### src/bsd_consts.svh
// constants of the bank switching and decode area control link
`ifndef BSD_CONSTS_SVH
`define BSD_CONSTS_SVH
`define BSD_BANK_MAX     3'h7
`define BSD_START_RST    3'h1
`define BSD_RETRY_RST    14'h0001
`define BSD_RETRY_MAX    14'h270f
`define BSD_VMARG_MAX    10'h1df
`define BSD_HMARG_MAX    10'h27f
`define BSD_IMG_W_MAX    10'h27f
`define BSD_IMG_H_MAX    10'h1df
`define BSD_TEST_GROUP   4'h9
`define BSD_MS_SAT       10'h3e7
`define BSD_LINE_W       344
`define BSD_LINE_CHARS   6'h2b
`define BSD_QRY_CHARS    6'h03
`define BSD_SEL_TOP      4'h0
`define BSD_SEL_RIGHT    4'h1
`define BSD_SEL_BOTTOM   4'h2
`define BSD_SEL_LEFT     4'h3
`define BSD_SEL_ALL      4'h4
`define BSD_SEL_RETRY    4'h1
`define BSD_SEL_START    4'h2
`define BSD_REG_CMD      2'h0
`define BSD_REG_STATUS   2'h1
`define BSD_REG_RXDATA   2'h2
`endif

### src/bsd_pkg.sv
// types shared by both ends of the bank control link
package bsd_pkg;
  typedef enum logic [3:0] {
    BSD_SELECT_BANK_CMD,
    BSD_BANK_TRIGGER_CMD,
    BSD_TRIGGER_CMD,
    BSD_STOP_CMD,
    BSD_QUERY_BANK_CMD,
    BSD_INIT_ONE_BANK_CMD,
    BSD_INIT_EVERY_BANK_CMD,
    BSD_SWITCHING_CONTROL_CMD,
    BSD_DECODE_MARGIN_CMD,
    BSD_BANK_PARAM_CMD,
    BSD_TEST_START_CMD,
    BSD_TEST_END_CMD
  } bsd_cmd_type;
  typedef enum logic [1:0] {
    BSD_IDLE,
    BSD_READ,
    BSD_TEST
  } bsd_state_type;
endpackage

### src/bsd_if.sv
// command and reply link between host controller and bank control device
`timescale 1ns/100ps
interface bsd_if;
  logic        cmd_valid;
  logic        cmd_ready;
  logic [3:0]  cmd_code;
  logic [3:0]  cmd_sel;
  logic [15:0] cmd_val;
  logic        rsp_valid;
  logic [7:0]  rsp_data;
  modport dev  (input cmd_valid, cmd_code, cmd_sel, cmd_val, output cmd_ready, rsp_valid, rsp_data);
  modport host (output cmd_valid, cmd_code, cmd_sel, cmd_val, input cmd_ready, rsp_valid, rsp_data);
endinterface

### src/bsd_dev.sv
// device end: bank selection, bank switching, decode area and reading test
`timescale 1ns/100ps
`include "bsd_consts.svh"
module bsd_dev (
  input  wire logic        mclk_in,
  input  wire logic        rst_in,
  bsd_if.dev               lnk,
  output logic             scan_start_out,
  output logic [2:0]       scan_bank_out,
  input  wire logic        scan_done_in,
  input  wire logic        scan_ok_in,
  input  wire logic [9:0]  scan_ms_in,
  input  wire logic [31:0] scan_data_in,
  output logic [9:0]       area_x_lo_out,
  output logic [9:0]       area_x_hi_out,
  output logic [9:0]       area_y_lo_out,
  output logic [9:0]       area_y_hi_out,
  output logic             reading_out,
  output logic             switching_out
);
  // ************************************************************
  // helpers
  // ************************************************************
  function automatic logic [13:0] bcd_val(input logic [15:0] v);
    bcd_val = 14'(v[15:12] * 1000 + v[11:8] * 100 + v[7:4] * 10 + v[3:0]);
  endfunction

  function automatic logic [7:0] dig(input logic [9:0] v, input int pos);
    dig = 8'h30 + 8'((v / (10 ** pos)) % 10);
  endfunction

  // next registered bank after cur, wrapping past 7 back to 1
  function automatic logic [2:0] next_bank(input logic [2:0] cur, input logic [7:0] vld,
                                           input logic [2:0] strt);
    logic [2:0] b;
    logic       found;
    b = cur;
    found = 1'b0;
    next_bank = strt;
    for (int i = 0; i < 7; i++) begin
      b = (b == `BSD_BANK_MAX) ? 3'h1 : 3'(b + 3'h1);
      if (!found && vld[b]) begin
        next_bank = b;
        found = 1'b1;
      end
    end
  endfunction

  // ************************************************************
  // state
  // ************************************************************
  bsd_pkg::bsd_state_type st_ff, nxt_st;
  logic [2:0]   bank_ff, nxt_bank;
  logic [2:0]   start_ff, nxt_start;
  logic         sw_en_ff, nxt_sw_en;
  logic [7:0]   valid_ff, nxt_valid;
  logic [13:0]  retry_ff [8];
  logic [13:0]  nxt_retry [8];
  logic [9:0]   marg_ff [8][4];
  logic [9:0]   nxt_marg [8][4];
  logic [2:0]   cur_ff, nxt_cur;
  logic [13:0]  tries_ff, nxt_tries;
  logic         wait_ff, nxt_wait;
  logic         scan_ff, nxt_scan;
  logic [3:0]   grp_ff, nxt_grp;
  logic [3:0]   okn_ff, nxt_okn;
  logic [9:0]   tmin_ff, nxt_tmin;
  logic [9:0]   tmax_ff, nxt_tmax;
  logic [`BSD_LINE_W-1:0] line_ff, nxt_line;
  logic [5:0]   len_ff, nxt_len;

  logic         take;
  logic [13:0]  num;
  logic [2:0]   eff_bank;
  logic [2:0]   arg_bank;
  logic         arg_ok;
  logic [9:0]   ms;
  logic [9:0]   rate;

  assign lnk.cmd_ready = (len_ff == 6'h00);
  assign take          = lnk.cmd_valid && lnk.cmd_ready;
  assign num           = bcd_val(lnk.cmd_val);
  assign arg_bank      = lnk.cmd_val[2:0];
  assign arg_ok        = (lnk.cmd_sel == 4'h0) && (lnk.cmd_val[15:3] == 13'h0) && (arg_bank != 3'h0);
  assign eff_bank      = valid_ff[bank_ff] ? bank_ff : 3'h0;
  assign ms            = (scan_ms_in > `BSD_MS_SAT) ? `BSD_MS_SAT : scan_ms_in;

  // ************************************************************
  // next state
  // ************************************************************
  always_comb begin
    nxt_st    = st_ff;
    nxt_bank  = bank_ff;
    nxt_start = start_ff;
    nxt_sw_en = sw_en_ff;
    nxt_valid = valid_ff;
    nxt_retry = retry_ff;
    nxt_marg  = marg_ff;
    nxt_cur   = cur_ff;
    nxt_tries = tries_ff;
    nxt_wait  = wait_ff;
    nxt_scan  = 1'b0;
    nxt_grp   = grp_ff;
    nxt_okn   = okn_ff;
    nxt_tmin  = tmin_ff;
    nxt_tmax  = tmax_ff;
    nxt_line  = {line_ff[`BSD_LINE_W-9:0], 8'h00};
    nxt_len   = (len_ff != 6'h00) ? 6'(len_ff - 6'h01) : 6'h00;
    rate      = 10'(okn_ff * 10);
    // scan sequencing; one scan lasts one decode timeout in the engine
    if (st_ff != bsd_pkg::BSD_IDLE) begin
      if (!wait_ff) begin
        nxt_scan = 1'b1;
        nxt_wait = 1'b1;
      end else if (scan_done_in) begin
        nxt_wait = 1'b0;
        if (st_ff == bsd_pkg::BSD_TEST) begin
          nxt_grp = 4'(grp_ff + 4'h1);
          if (scan_ok_in) begin
            nxt_okn = 4'(okn_ff + 4'h1);
            if (ms < tmin_ff) nxt_tmin = ms;
            if (ms > tmax_ff) nxt_tmax = ms;
          end
          if (grp_ff == `BSD_TEST_GROUP) begin
            rate     = scan_ok_in ? 10'(nxt_okn * 10) : rate;
            nxt_line = {"BANK ", dig({7'h0, cur_ff}, 0), ":RATE ", dig(rate, 2), dig(rate, 1), dig(rate, 0),
                        "[%]:TIME ", dig(nxt_tmin, 2), dig(nxt_tmin, 1), dig(nxt_tmin, 0), " - ",
                        dig(nxt_tmax, 2), dig(nxt_tmax, 1), dig(nxt_tmax, 0), "[ms]:", scan_data_in, 8'h0d};
            nxt_len  = `BSD_LINE_CHARS;
            nxt_grp  = 4'h0;
            nxt_okn  = 4'h0;
            nxt_tmin = `BSD_MS_SAT;
            nxt_tmax = 10'h000;
          end
        end else if (scan_ok_in && !sw_en_ff) begin
          nxt_st = bsd_pkg::BSD_IDLE;
        end
        if (sw_en_ff && !(st_ff == bsd_pkg::BSD_READ && scan_ok_in)) begin
          nxt_tries = 14'(tries_ff + 14'h1);
          if (nxt_tries >= retry_ff[cur_ff]) begin
            nxt_tries = 14'h0;
            nxt_cur   = next_bank(cur_ff, valid_ff, start_ff);
          end
        end else if (sw_en_ff) begin
          nxt_st = bsd_pkg::BSD_IDLE;
        end
      end
    end
    if (take) begin
      case (lnk.cmd_code)
        bsd_pkg::BSD_SELECT_BANK_CMD: begin
          if (arg_ok) nxt_bank = arg_bank;
        end
        bsd_pkg::BSD_BANK_TRIGGER_CMD, bsd_pkg::BSD_TRIGGER_CMD: begin
          if (lnk.cmd_code == bsd_pkg::BSD_TRIGGER_CMD || arg_ok) begin
            if (lnk.cmd_code == bsd_pkg::BSD_BANK_TRIGGER_CMD) nxt_bank = arg_bank;
            nxt_st    = bsd_pkg::BSD_READ;
            nxt_wait  = 1'b0;
            nxt_tries = 14'h0;
            if (sw_en_ff)
              nxt_cur = valid_ff[start_ff] ? start_ff : next_bank(start_ff, valid_ff, start_ff);
            else
              nxt_cur = valid_ff[nxt_bank] ? nxt_bank : 3'h0;
          end
        end
        bsd_pkg::BSD_STOP_CMD, bsd_pkg::BSD_TEST_END_CMD: begin
          nxt_st = bsd_pkg::BSD_IDLE;
        end
        bsd_pkg::BSD_QUERY_BANK_CMD: begin
          nxt_line = {8'h30, dig({7'h0, bank_ff}, 0), 8'h0d, {(`BSD_LINE_W - 24){1'b0}}};
          nxt_len  = `BSD_QRY_CHARS;
        end
        bsd_pkg::BSD_INIT_ONE_BANK_CMD: begin
          if (arg_ok) begin
            // bank-held fields and a matching selected bank are touched here; switching enable and start stay
            nxt_valid[arg_bank] = 1'b0;
            nxt_retry[arg_bank] = `BSD_RETRY_RST;
            for (int s = 0; s < 4; s++) nxt_marg[arg_bank][s] = 10'h000;
            if (bank_ff == arg_bank) nxt_bank = 3'h0;
          end
        end
        bsd_pkg::BSD_INIT_EVERY_BANK_CMD: begin
          nxt_valid = 8'h00;
          nxt_bank  = 3'h0;
          for (int b = 0; b < 8; b++) begin
            nxt_retry[b] = `BSD_RETRY_RST;
            for (int s = 0; s < 4; s++) nxt_marg[b][s] = 10'h000;
          end
        end
        bsd_pkg::BSD_SWITCHING_CONTROL_CMD: begin
          if (lnk.cmd_val == 16'h0000 && lnk.cmd_sel == 4'h0) nxt_sw_en = 1'b0;
          if (lnk.cmd_val == 16'h0000 && lnk.cmd_sel == 4'h4) nxt_sw_en = 1'b1;
          if (lnk.cmd_sel == `BSD_SEL_RETRY && num != 14'h0 && num <= `BSD_RETRY_MAX && bank_ff != 3'h0)
            nxt_retry[bank_ff] = num;
          if (lnk.cmd_sel == `BSD_SEL_START && num != 14'h0 && num <= 14'(`BSD_BANK_MAX))
            nxt_start = num[2:0];
        end
        bsd_pkg::BSD_DECODE_MARGIN_CMD: begin
          if (lnk.cmd_sel == `BSD_SEL_ALL && lnk.cmd_val == 16'h0000) begin
            for (int s = 0; s < 4; s++) nxt_marg[bank_ff][s] = 10'h000;
          end else if (lnk.cmd_sel < `BSD_SEL_ALL &&
                       num <= 14'(lnk.cmd_sel[0] ? `BSD_HMARG_MAX : `BSD_VMARG_MAX)) begin
            nxt_marg[bank_ff][lnk.cmd_sel[1:0]] = num[9:0];
            if (bank_ff != 3'h0) nxt_valid[bank_ff] = 1'b1;
          end
        end
        bsd_pkg::BSD_BANK_PARAM_CMD: begin
          if (bank_ff != 3'h0) nxt_valid[bank_ff] = 1'b1;
        end
        bsd_pkg::BSD_TEST_START_CMD: begin
          nxt_st   = bsd_pkg::BSD_TEST;
          nxt_cur  = eff_bank;
          nxt_wait = 1'b0;
          nxt_grp  = 4'h0;
          nxt_okn  = 4'h0;
          nxt_tmin = `BSD_MS_SAT;
          nxt_tmax = 10'h000;
        end
        default: begin
        end
      endcase
    end
    nxt_valid[0] = 1'b0;
  end

  // ************************************************************
  // registers
  // ************************************************************
  always_ff @(posedge mclk_in or posedge rst_in) begin
    if (rst_in) begin
      st_ff    <= bsd_pkg::BSD_IDLE;
      bank_ff  <= 3'h0;
      start_ff <= `BSD_START_RST;
      sw_en_ff <= 1'b0;
      valid_ff <= 8'h00;
      for (int b = 0; b < 8; b++) begin
        retry_ff[b] <= `BSD_RETRY_RST;
        for (int s = 0; s < 4; s++) marg_ff[b][s] <= 10'h000;
      end
      cur_ff   <= 3'h0;
      tries_ff <= 14'h0;
      wait_ff  <= 1'b0;
      scan_ff  <= 1'b0;
      grp_ff   <= 4'h0;
      okn_ff   <= 4'h0;
      tmin_ff  <= `BSD_MS_SAT;
      tmax_ff  <= 10'h000;
      line_ff  <= '0;
      len_ff   <= 6'h00;
    end else begin
      st_ff    <= nxt_st;
      bank_ff  <= nxt_bank;
      start_ff <= nxt_start;
      sw_en_ff <= nxt_sw_en;
      valid_ff <= nxt_valid;
      retry_ff <= nxt_retry;
      marg_ff  <= nxt_marg;
      cur_ff   <= nxt_cur;
      tries_ff <= nxt_tries;
      wait_ff  <= nxt_wait;
      scan_ff  <= nxt_scan;
      grp_ff   <= nxt_grp;
      okn_ff   <= nxt_okn;
      tmin_ff  <= nxt_tmin;
      tmax_ff  <= nxt_tmax;
      line_ff  <= nxt_line;
      len_ff   <= nxt_len;
    end
  end

  // ************************************************************
  // outputs
  // ************************************************************
  assign lnk.rsp_valid  = (len_ff != 6'h00);
  assign lnk.rsp_data   = line_ff[`BSD_LINE_W-1 -: 8];
  assign scan_start_out = scan_ff;
  assign scan_bank_out  = cur_ff;
  assign reading_out    = (st_ff != bsd_pkg::BSD_IDLE);
  assign switching_out  = sw_en_ff;
  assign area_y_lo_out  = marg_ff[cur_ff][0];
  assign area_x_hi_out  = 10'(`BSD_IMG_W_MAX - marg_ff[cur_ff][1]);
  assign area_y_hi_out  = 10'(`BSD_IMG_H_MAX - marg_ff[cur_ff][2]);
  assign area_x_lo_out  = marg_ff[cur_ff][3];
endmodule

### src/flat_wrapper.sv
// flat-port wrapper written by rule: the top's interface ports become plain ports
module bsd_dev_flat 
  (mclk_in, rst_in, scan_start_out, scan_bank_out, scan_done_in, scan_ok_in, scan_ms_in, scan_data_in, area_x_lo_out, area_x_hi_out, area_y_lo_out, area_y_hi_out, reading_out, switching_out, lnk_cmd_valid, lnk_cmd_code, lnk_cmd_sel, lnk_cmd_val, lnk_cmd_ready, lnk_rsp_valid, lnk_rsp_data);
  bsd_if lnk_i ();
  input  wire logic mclk_in;
  input  wire logic rst_in;
  output logic scan_start_out;
  output logic [2:0] scan_bank_out;
  input  wire logic scan_done_in;
  input  wire logic scan_ok_in;
  input  wire logic [9:0] scan_ms_in;
  input  wire logic [31:0] scan_data_in;
  output logic [9:0] area_x_lo_out;
  output logic [9:0] area_x_hi_out;
  output logic [9:0] area_y_lo_out;
  output logic [9:0] area_y_hi_out;
  output logic reading_out;
  output logic switching_out;
  input wire logic [$bits(lnk_i.cmd_valid)-1:0] lnk_cmd_valid;
  input wire logic [$bits(lnk_i.cmd_code)-1:0] lnk_cmd_code;
  input wire logic [$bits(lnk_i.cmd_sel)-1:0] lnk_cmd_sel;
  input wire logic [$bits(lnk_i.cmd_val)-1:0] lnk_cmd_val;
  output wire logic [$bits(lnk_i.cmd_ready)-1:0] lnk_cmd_ready;
  output wire logic [$bits(lnk_i.rsp_valid)-1:0] lnk_rsp_valid;
  output wire logic [$bits(lnk_i.rsp_data)-1:0] lnk_rsp_data;
  assign lnk_i.cmd_valid = lnk_cmd_valid;
  assign lnk_i.cmd_code = lnk_cmd_code;
  assign lnk_i.cmd_sel = lnk_cmd_sel;
  assign lnk_i.cmd_val = lnk_cmd_val;
  assign lnk_cmd_ready = lnk_i.cmd_ready;
  assign lnk_rsp_valid = lnk_i.rsp_valid;
  assign lnk_rsp_data = lnk_i.rsp_data;
  bsd_dev u_core (.mclk_in(mclk_in), .rst_in(rst_in), .lnk(lnk_i), .scan_start_out(scan_start_out), .scan_bank_out(scan_bank_out), .scan_done_in(scan_done_in), .scan_ok_in(scan_ok_in), .scan_ms_in(scan_ms_in), .scan_data_in(scan_data_in), .area_x_lo_out(area_x_lo_out), .area_x_hi_out(area_x_hi_out), .area_y_lo_out(area_y_lo_out), .area_y_hi_out(area_y_hi_out), .reading_out(reading_out), .switching_out(switching_out));
endmodule
### config.mk
export PLATFORM = sky130hd
export DESIGN_NAME = bsd_dev_flat
export DESIGN_NICKNAME = d
export VERILOG_FILES = /design/src/bsd_pkg.sv /design/src/bsd_if.sv /design/src/bsd_dev.sv /design/src/flat_wrapper.sv
export VERILOG_INCLUDE_DIRS = /design/src
export SDC_FILE = /design/constraint.sdc
export NUM_CORES = 2
export LEC_CHECK = 0
export BUFFER_PORTS_ARGS = -buffer_cell sky130_fd_sc_hd__buf_2
export CAP_MARGIN = 40
export CORE_UTILIZATION = 68
export CTS_CLUSTER_SIZE = 24
export DETAILED_ROUTE_END_ITERATION = 12
export GPL_TIMING_DRIVEN = 0
export PLACE_DENSITY = 0.86
export SKIP_LAST_GASP = 1
export SLEW_MARGIN = 30
export SYNTH_ARGS = -nofsm -noshare
export SYNTH_HDL_FRONTEND = slang
export SYNTH_SLANG_ARGS = --single-unit
### constraint.sdc
create_clock -name mclk_in -period 57.1 [get_ports mclk_in]
set_clock_uncertainty 0.05 [all_clocks]
set_input_delay 11.42 -clock mclk_in [delete_from_list [all_inputs] [get_ports mclk_in]]
set_output_delay 11.42 -clock mclk_in [all_outputs]
set_load 0.005 [all_outputs]
==> out/metrics.yaml <==
layout:
  area_growth_pct: 11.3
  final_util_pct: 76.9
  register_area_um2: 21000
  num-fill-cells: 4683
  layout-drive-gt1-share_pct: 11.3
  layout_commonest_cell: "nand2_1"
  fin_nets: 5650
  multi_input_area_um2: 24900
  design_area_um2: 53100
  layout_common_cells: "nand2_1 (832), dfrtp_1 (821), o21ai_0 (560)"
global_routing:
  grt_usage_pct: 43.6
  antenna_found_initial: 13
  grt_overflow: 0
  grt_pass1_vias: 41986
  grt_pass1_wl_um: 237000
  grt_max_degree: 100
worst_setup_path:
  cp.arrival_ns: 24.01
  cp_slowest_cell: "o21ai_1"
  rr_worst_depth: 44
  critPathLaunchType: "primary input"
  crit_type: "primary input to register"
  critPathCaptureType: "register"
  cp-startpoint: "scan_ms_in[6]"
  slowest_delay_ns: 0.53
  reg2reg_to: "u_core.line_ff[142]"
  cp_max_fo: 10
  r2r_start: "u_core.tmin_ff[8]"
  r2r_slack_ns: 44.99
  cp.required_ns: 57.63
min_path:
  worstHoldPathCells: 1
  holdPathEnd: "u_core.line_ff[116]"
  min_path_type: "register to register"
  worstHoldStart: "u_core.line_ff[108]"
run:
  drv_cap: 0
clocking:
  htreeDepth: 3
  post_cts_resized: 0
  clk_latency_ns: 0.67
  clock-sinks: 838
  clk_pin_slew_ns: 0.06
  clock_path_buffers: 3
  cts_made_buffers: 85
  post-cts-setup-buffers: 0
  postCtsHoldBufs: 0
  cts-root-buf: "clkbuf_16"
  tritoncts: "yes"
pwr:
  p_clk_share_pct: 37.6
  vdd_ir_drop_max_uv: 29.6
  p_switching_mw: 0.486
  power_density_nw_per_um2: 28.6
  p_leak_nw: 24.6
  p_sw_share_pct: 31.9
  p_seq_share_pct: 39.0
  p_comb_share_pct: 23.3
  p_int_mw: 1.04
yosys:
  yosys-top-cells-area: "dfrtp_1 (43%), nand2_1 (6.5%), o21ai_0 (5.9%), mux4_2 (5.8%), ha_1 (4.7%)"
  yosys_warnings: 0
  postSynthCellCount: 5122
  synthesis.area_um2: 47700
  synth_cell_type_count: 114
  synth_area_leader_cell: "dfrtp_1"
  ys.flop_type: "dfrtp_1"
  synth_edf_count: 0
  synth_seq_cells: 838
  yosys.area.top_type_share_pct: 43.0
  avgSynthCellArea_um2: 9.32
  ys_seq_area_share_pct: 44.0
  ys_async_sr_fraction_pct: 100
outcome:
  outcome: "completed"
floorplanning:
  dieHeight_um: 267
  initial_utilization_pct: 69.1
  die_area_um2: 71300
  die_w_um: 267
  core_area_um2: 69100
  row_count: 96
  ioPinCount: 127
sta:
  report.final.slew_viol_count: 0
  max_freq_ghz: 0.0426
  rsz0062_at_grt: "no"
  worst_slack_ns: 33.61
  worst_slew_pin_slew_ns: 1.16
  hold_slack_ns: 0.380
  setup_viol: 0
  slew_headroom_pct: 22.5
  finalHoldViolations: 0
  fin_crit_ns: 23.49
  setup_tns_ns: 0
  min_period_over_period_pct: 41.1
placement:
  portBuffers: 120
  gp_congestion: 1.03
  dp_slack_ns: 33.40
  placed_area_um2: 50100
  hpwl_um: 109000
detailed_routing:
  ant_nets: 0
  viasPerCell: 6.84
  drtIter0Drc: 5896
  drt-total-wl_um: 155000
  drc_errors: 0
  drtPass1Iterations: 12
  vias: 43697
  wl_per_cell_um: 24.3
[cells by family (layout without fill, tap and decap cells)]
| logic type | count (synthesis) | count (layout) | share of synthesized area (%) |
|---|---|---|---|
| other | 1 | 15 | 0.00786 |
| xor gates and xnor gates | 128 | 128 | 2.38 |
| adders and majority gates | 205 | 205 | 5.64 |
| DFF | 838 | 838 | 44.0 |
| buffers and inverters | 476 | 800 | 3.94 |
| muxes | 254 | 254 | 8.65 |
| and+or+nand+nor | 1880 | 1880 | 17.8 |
| AOI/OAI and AO/OA | 1340 | 1340 | 17.6 |
[per-stage QoR]
stage / cells / power [mW]
3_3_place_gp: 6174 / 0.912
3_5_place_dp: 6210 / 0.939
5_1_grt: 6386 / 1.56
6_report: 6391 / 1.52
4_1_cts: 6363 / 1.50
2_1_floorplan: 5123 / 0.824
[per-layer routing]
metal / vias to the layer above / wire length [um] / global-route usage [%]
met5: - / 26 / 0
met4: 4 / 8030 / 21.6
met2: 3019 / 67700 / 63.6
li1: 18732 / - / -
met3: 662 / 20300 / 13.3
met1: 21280 / 59200 / 59.3
[power groups by stage]
stage          Sequential [mW]  Clock [mW]  Combinational [mW]
6_report                 0.594       0.572               0.355
5_1_grt                  0.593       0.595               0.376
4_1_cts                  0.594       0.571               0.338
3_5_place_dp             0.605           0               0.334
3_3_place_gp             0.606           0               0.306
2_1_floorplan            0.606           0               0.219
[flip-flops by register name, indices dropped and copies added, names as in the netlist, 2 cells and up]
register and count:
u_core.bank_ff 3, u_core.grp_ff 4, u_core.len_ff 6, u_core.line_ff 337, u_core.marg_ff 320, u_core.okn_ff 4
u_core.retry_ff 112, u_core.scan_bank_out 3, u_core.st_ff 2, u_core.start_ff 3, u_core.tmax_ff 10, u_core.tmin_ff 10
u_core.tries_ff 14, u_core.valid_ff 7
[cell type report]
type | count | share of cell area (%)
plain buffers | 304 | 2.35
repair buffers | 171 | 2.31
inverters | 172 | 1.23
diodes | 13 | 0.0612
flip-flops and latches | 838 | 39.5
clock inverters | 35 | 0.879
clock buffers | 118 | 4.54
well taps | 931 | 2.19
multi-input cells | 3809 | 46.9
[cells in the mapped netlist (32+ instances only)]
cell      instances
inv_1           161
dfrtp_1         821
a31oi_1          36
o22ai_1          37
xnor2_1          91
a22oi_1          32
nand2b_1         34
a21o_1           40
clkbuf_1        246
nand3_1          62
o211ai_1         32
a21oi_1         252
nor3_1           76
nand2_1         832
mux4_2          122
nor2_1          485
a22o_1           54
o21ai_0         560
mux2_2           44
ha_1            179
and3_1          170
nor2b_1          43
mux2i_1          87
a211oi_1         47
xor2_1           36
[how the worst max path moves through the flow]
stage	to	slack [ns]
2_1_floorplan	u_core.bank_ff[0]	22.12
3_3_place_gp	u_core.marg_ff[2]	14.27
3_5_place_dp	u_core.line_ff[142]	33.40
4_1_cts	u_core.line_ff[142]	34.04
5_1_grt	u_core.line_ff[94]	32.70
6_report	u_core.line_ff[142]	33.61
[worst max-delay path, delay by kind of cell]
kind                     cells  cell delay (ns)
AO/OA/AOI/OAI               14             3.88
buffers and inverters       12             3.42
AND/OR/NAND/NOR             14             2.84
adder cells (fa/ha/maj)      4             1.12
XOR/XNOR                     3             0.78
multiplexers                 1             0.50
Note: power is estimated with default switching activity, not from simulation.
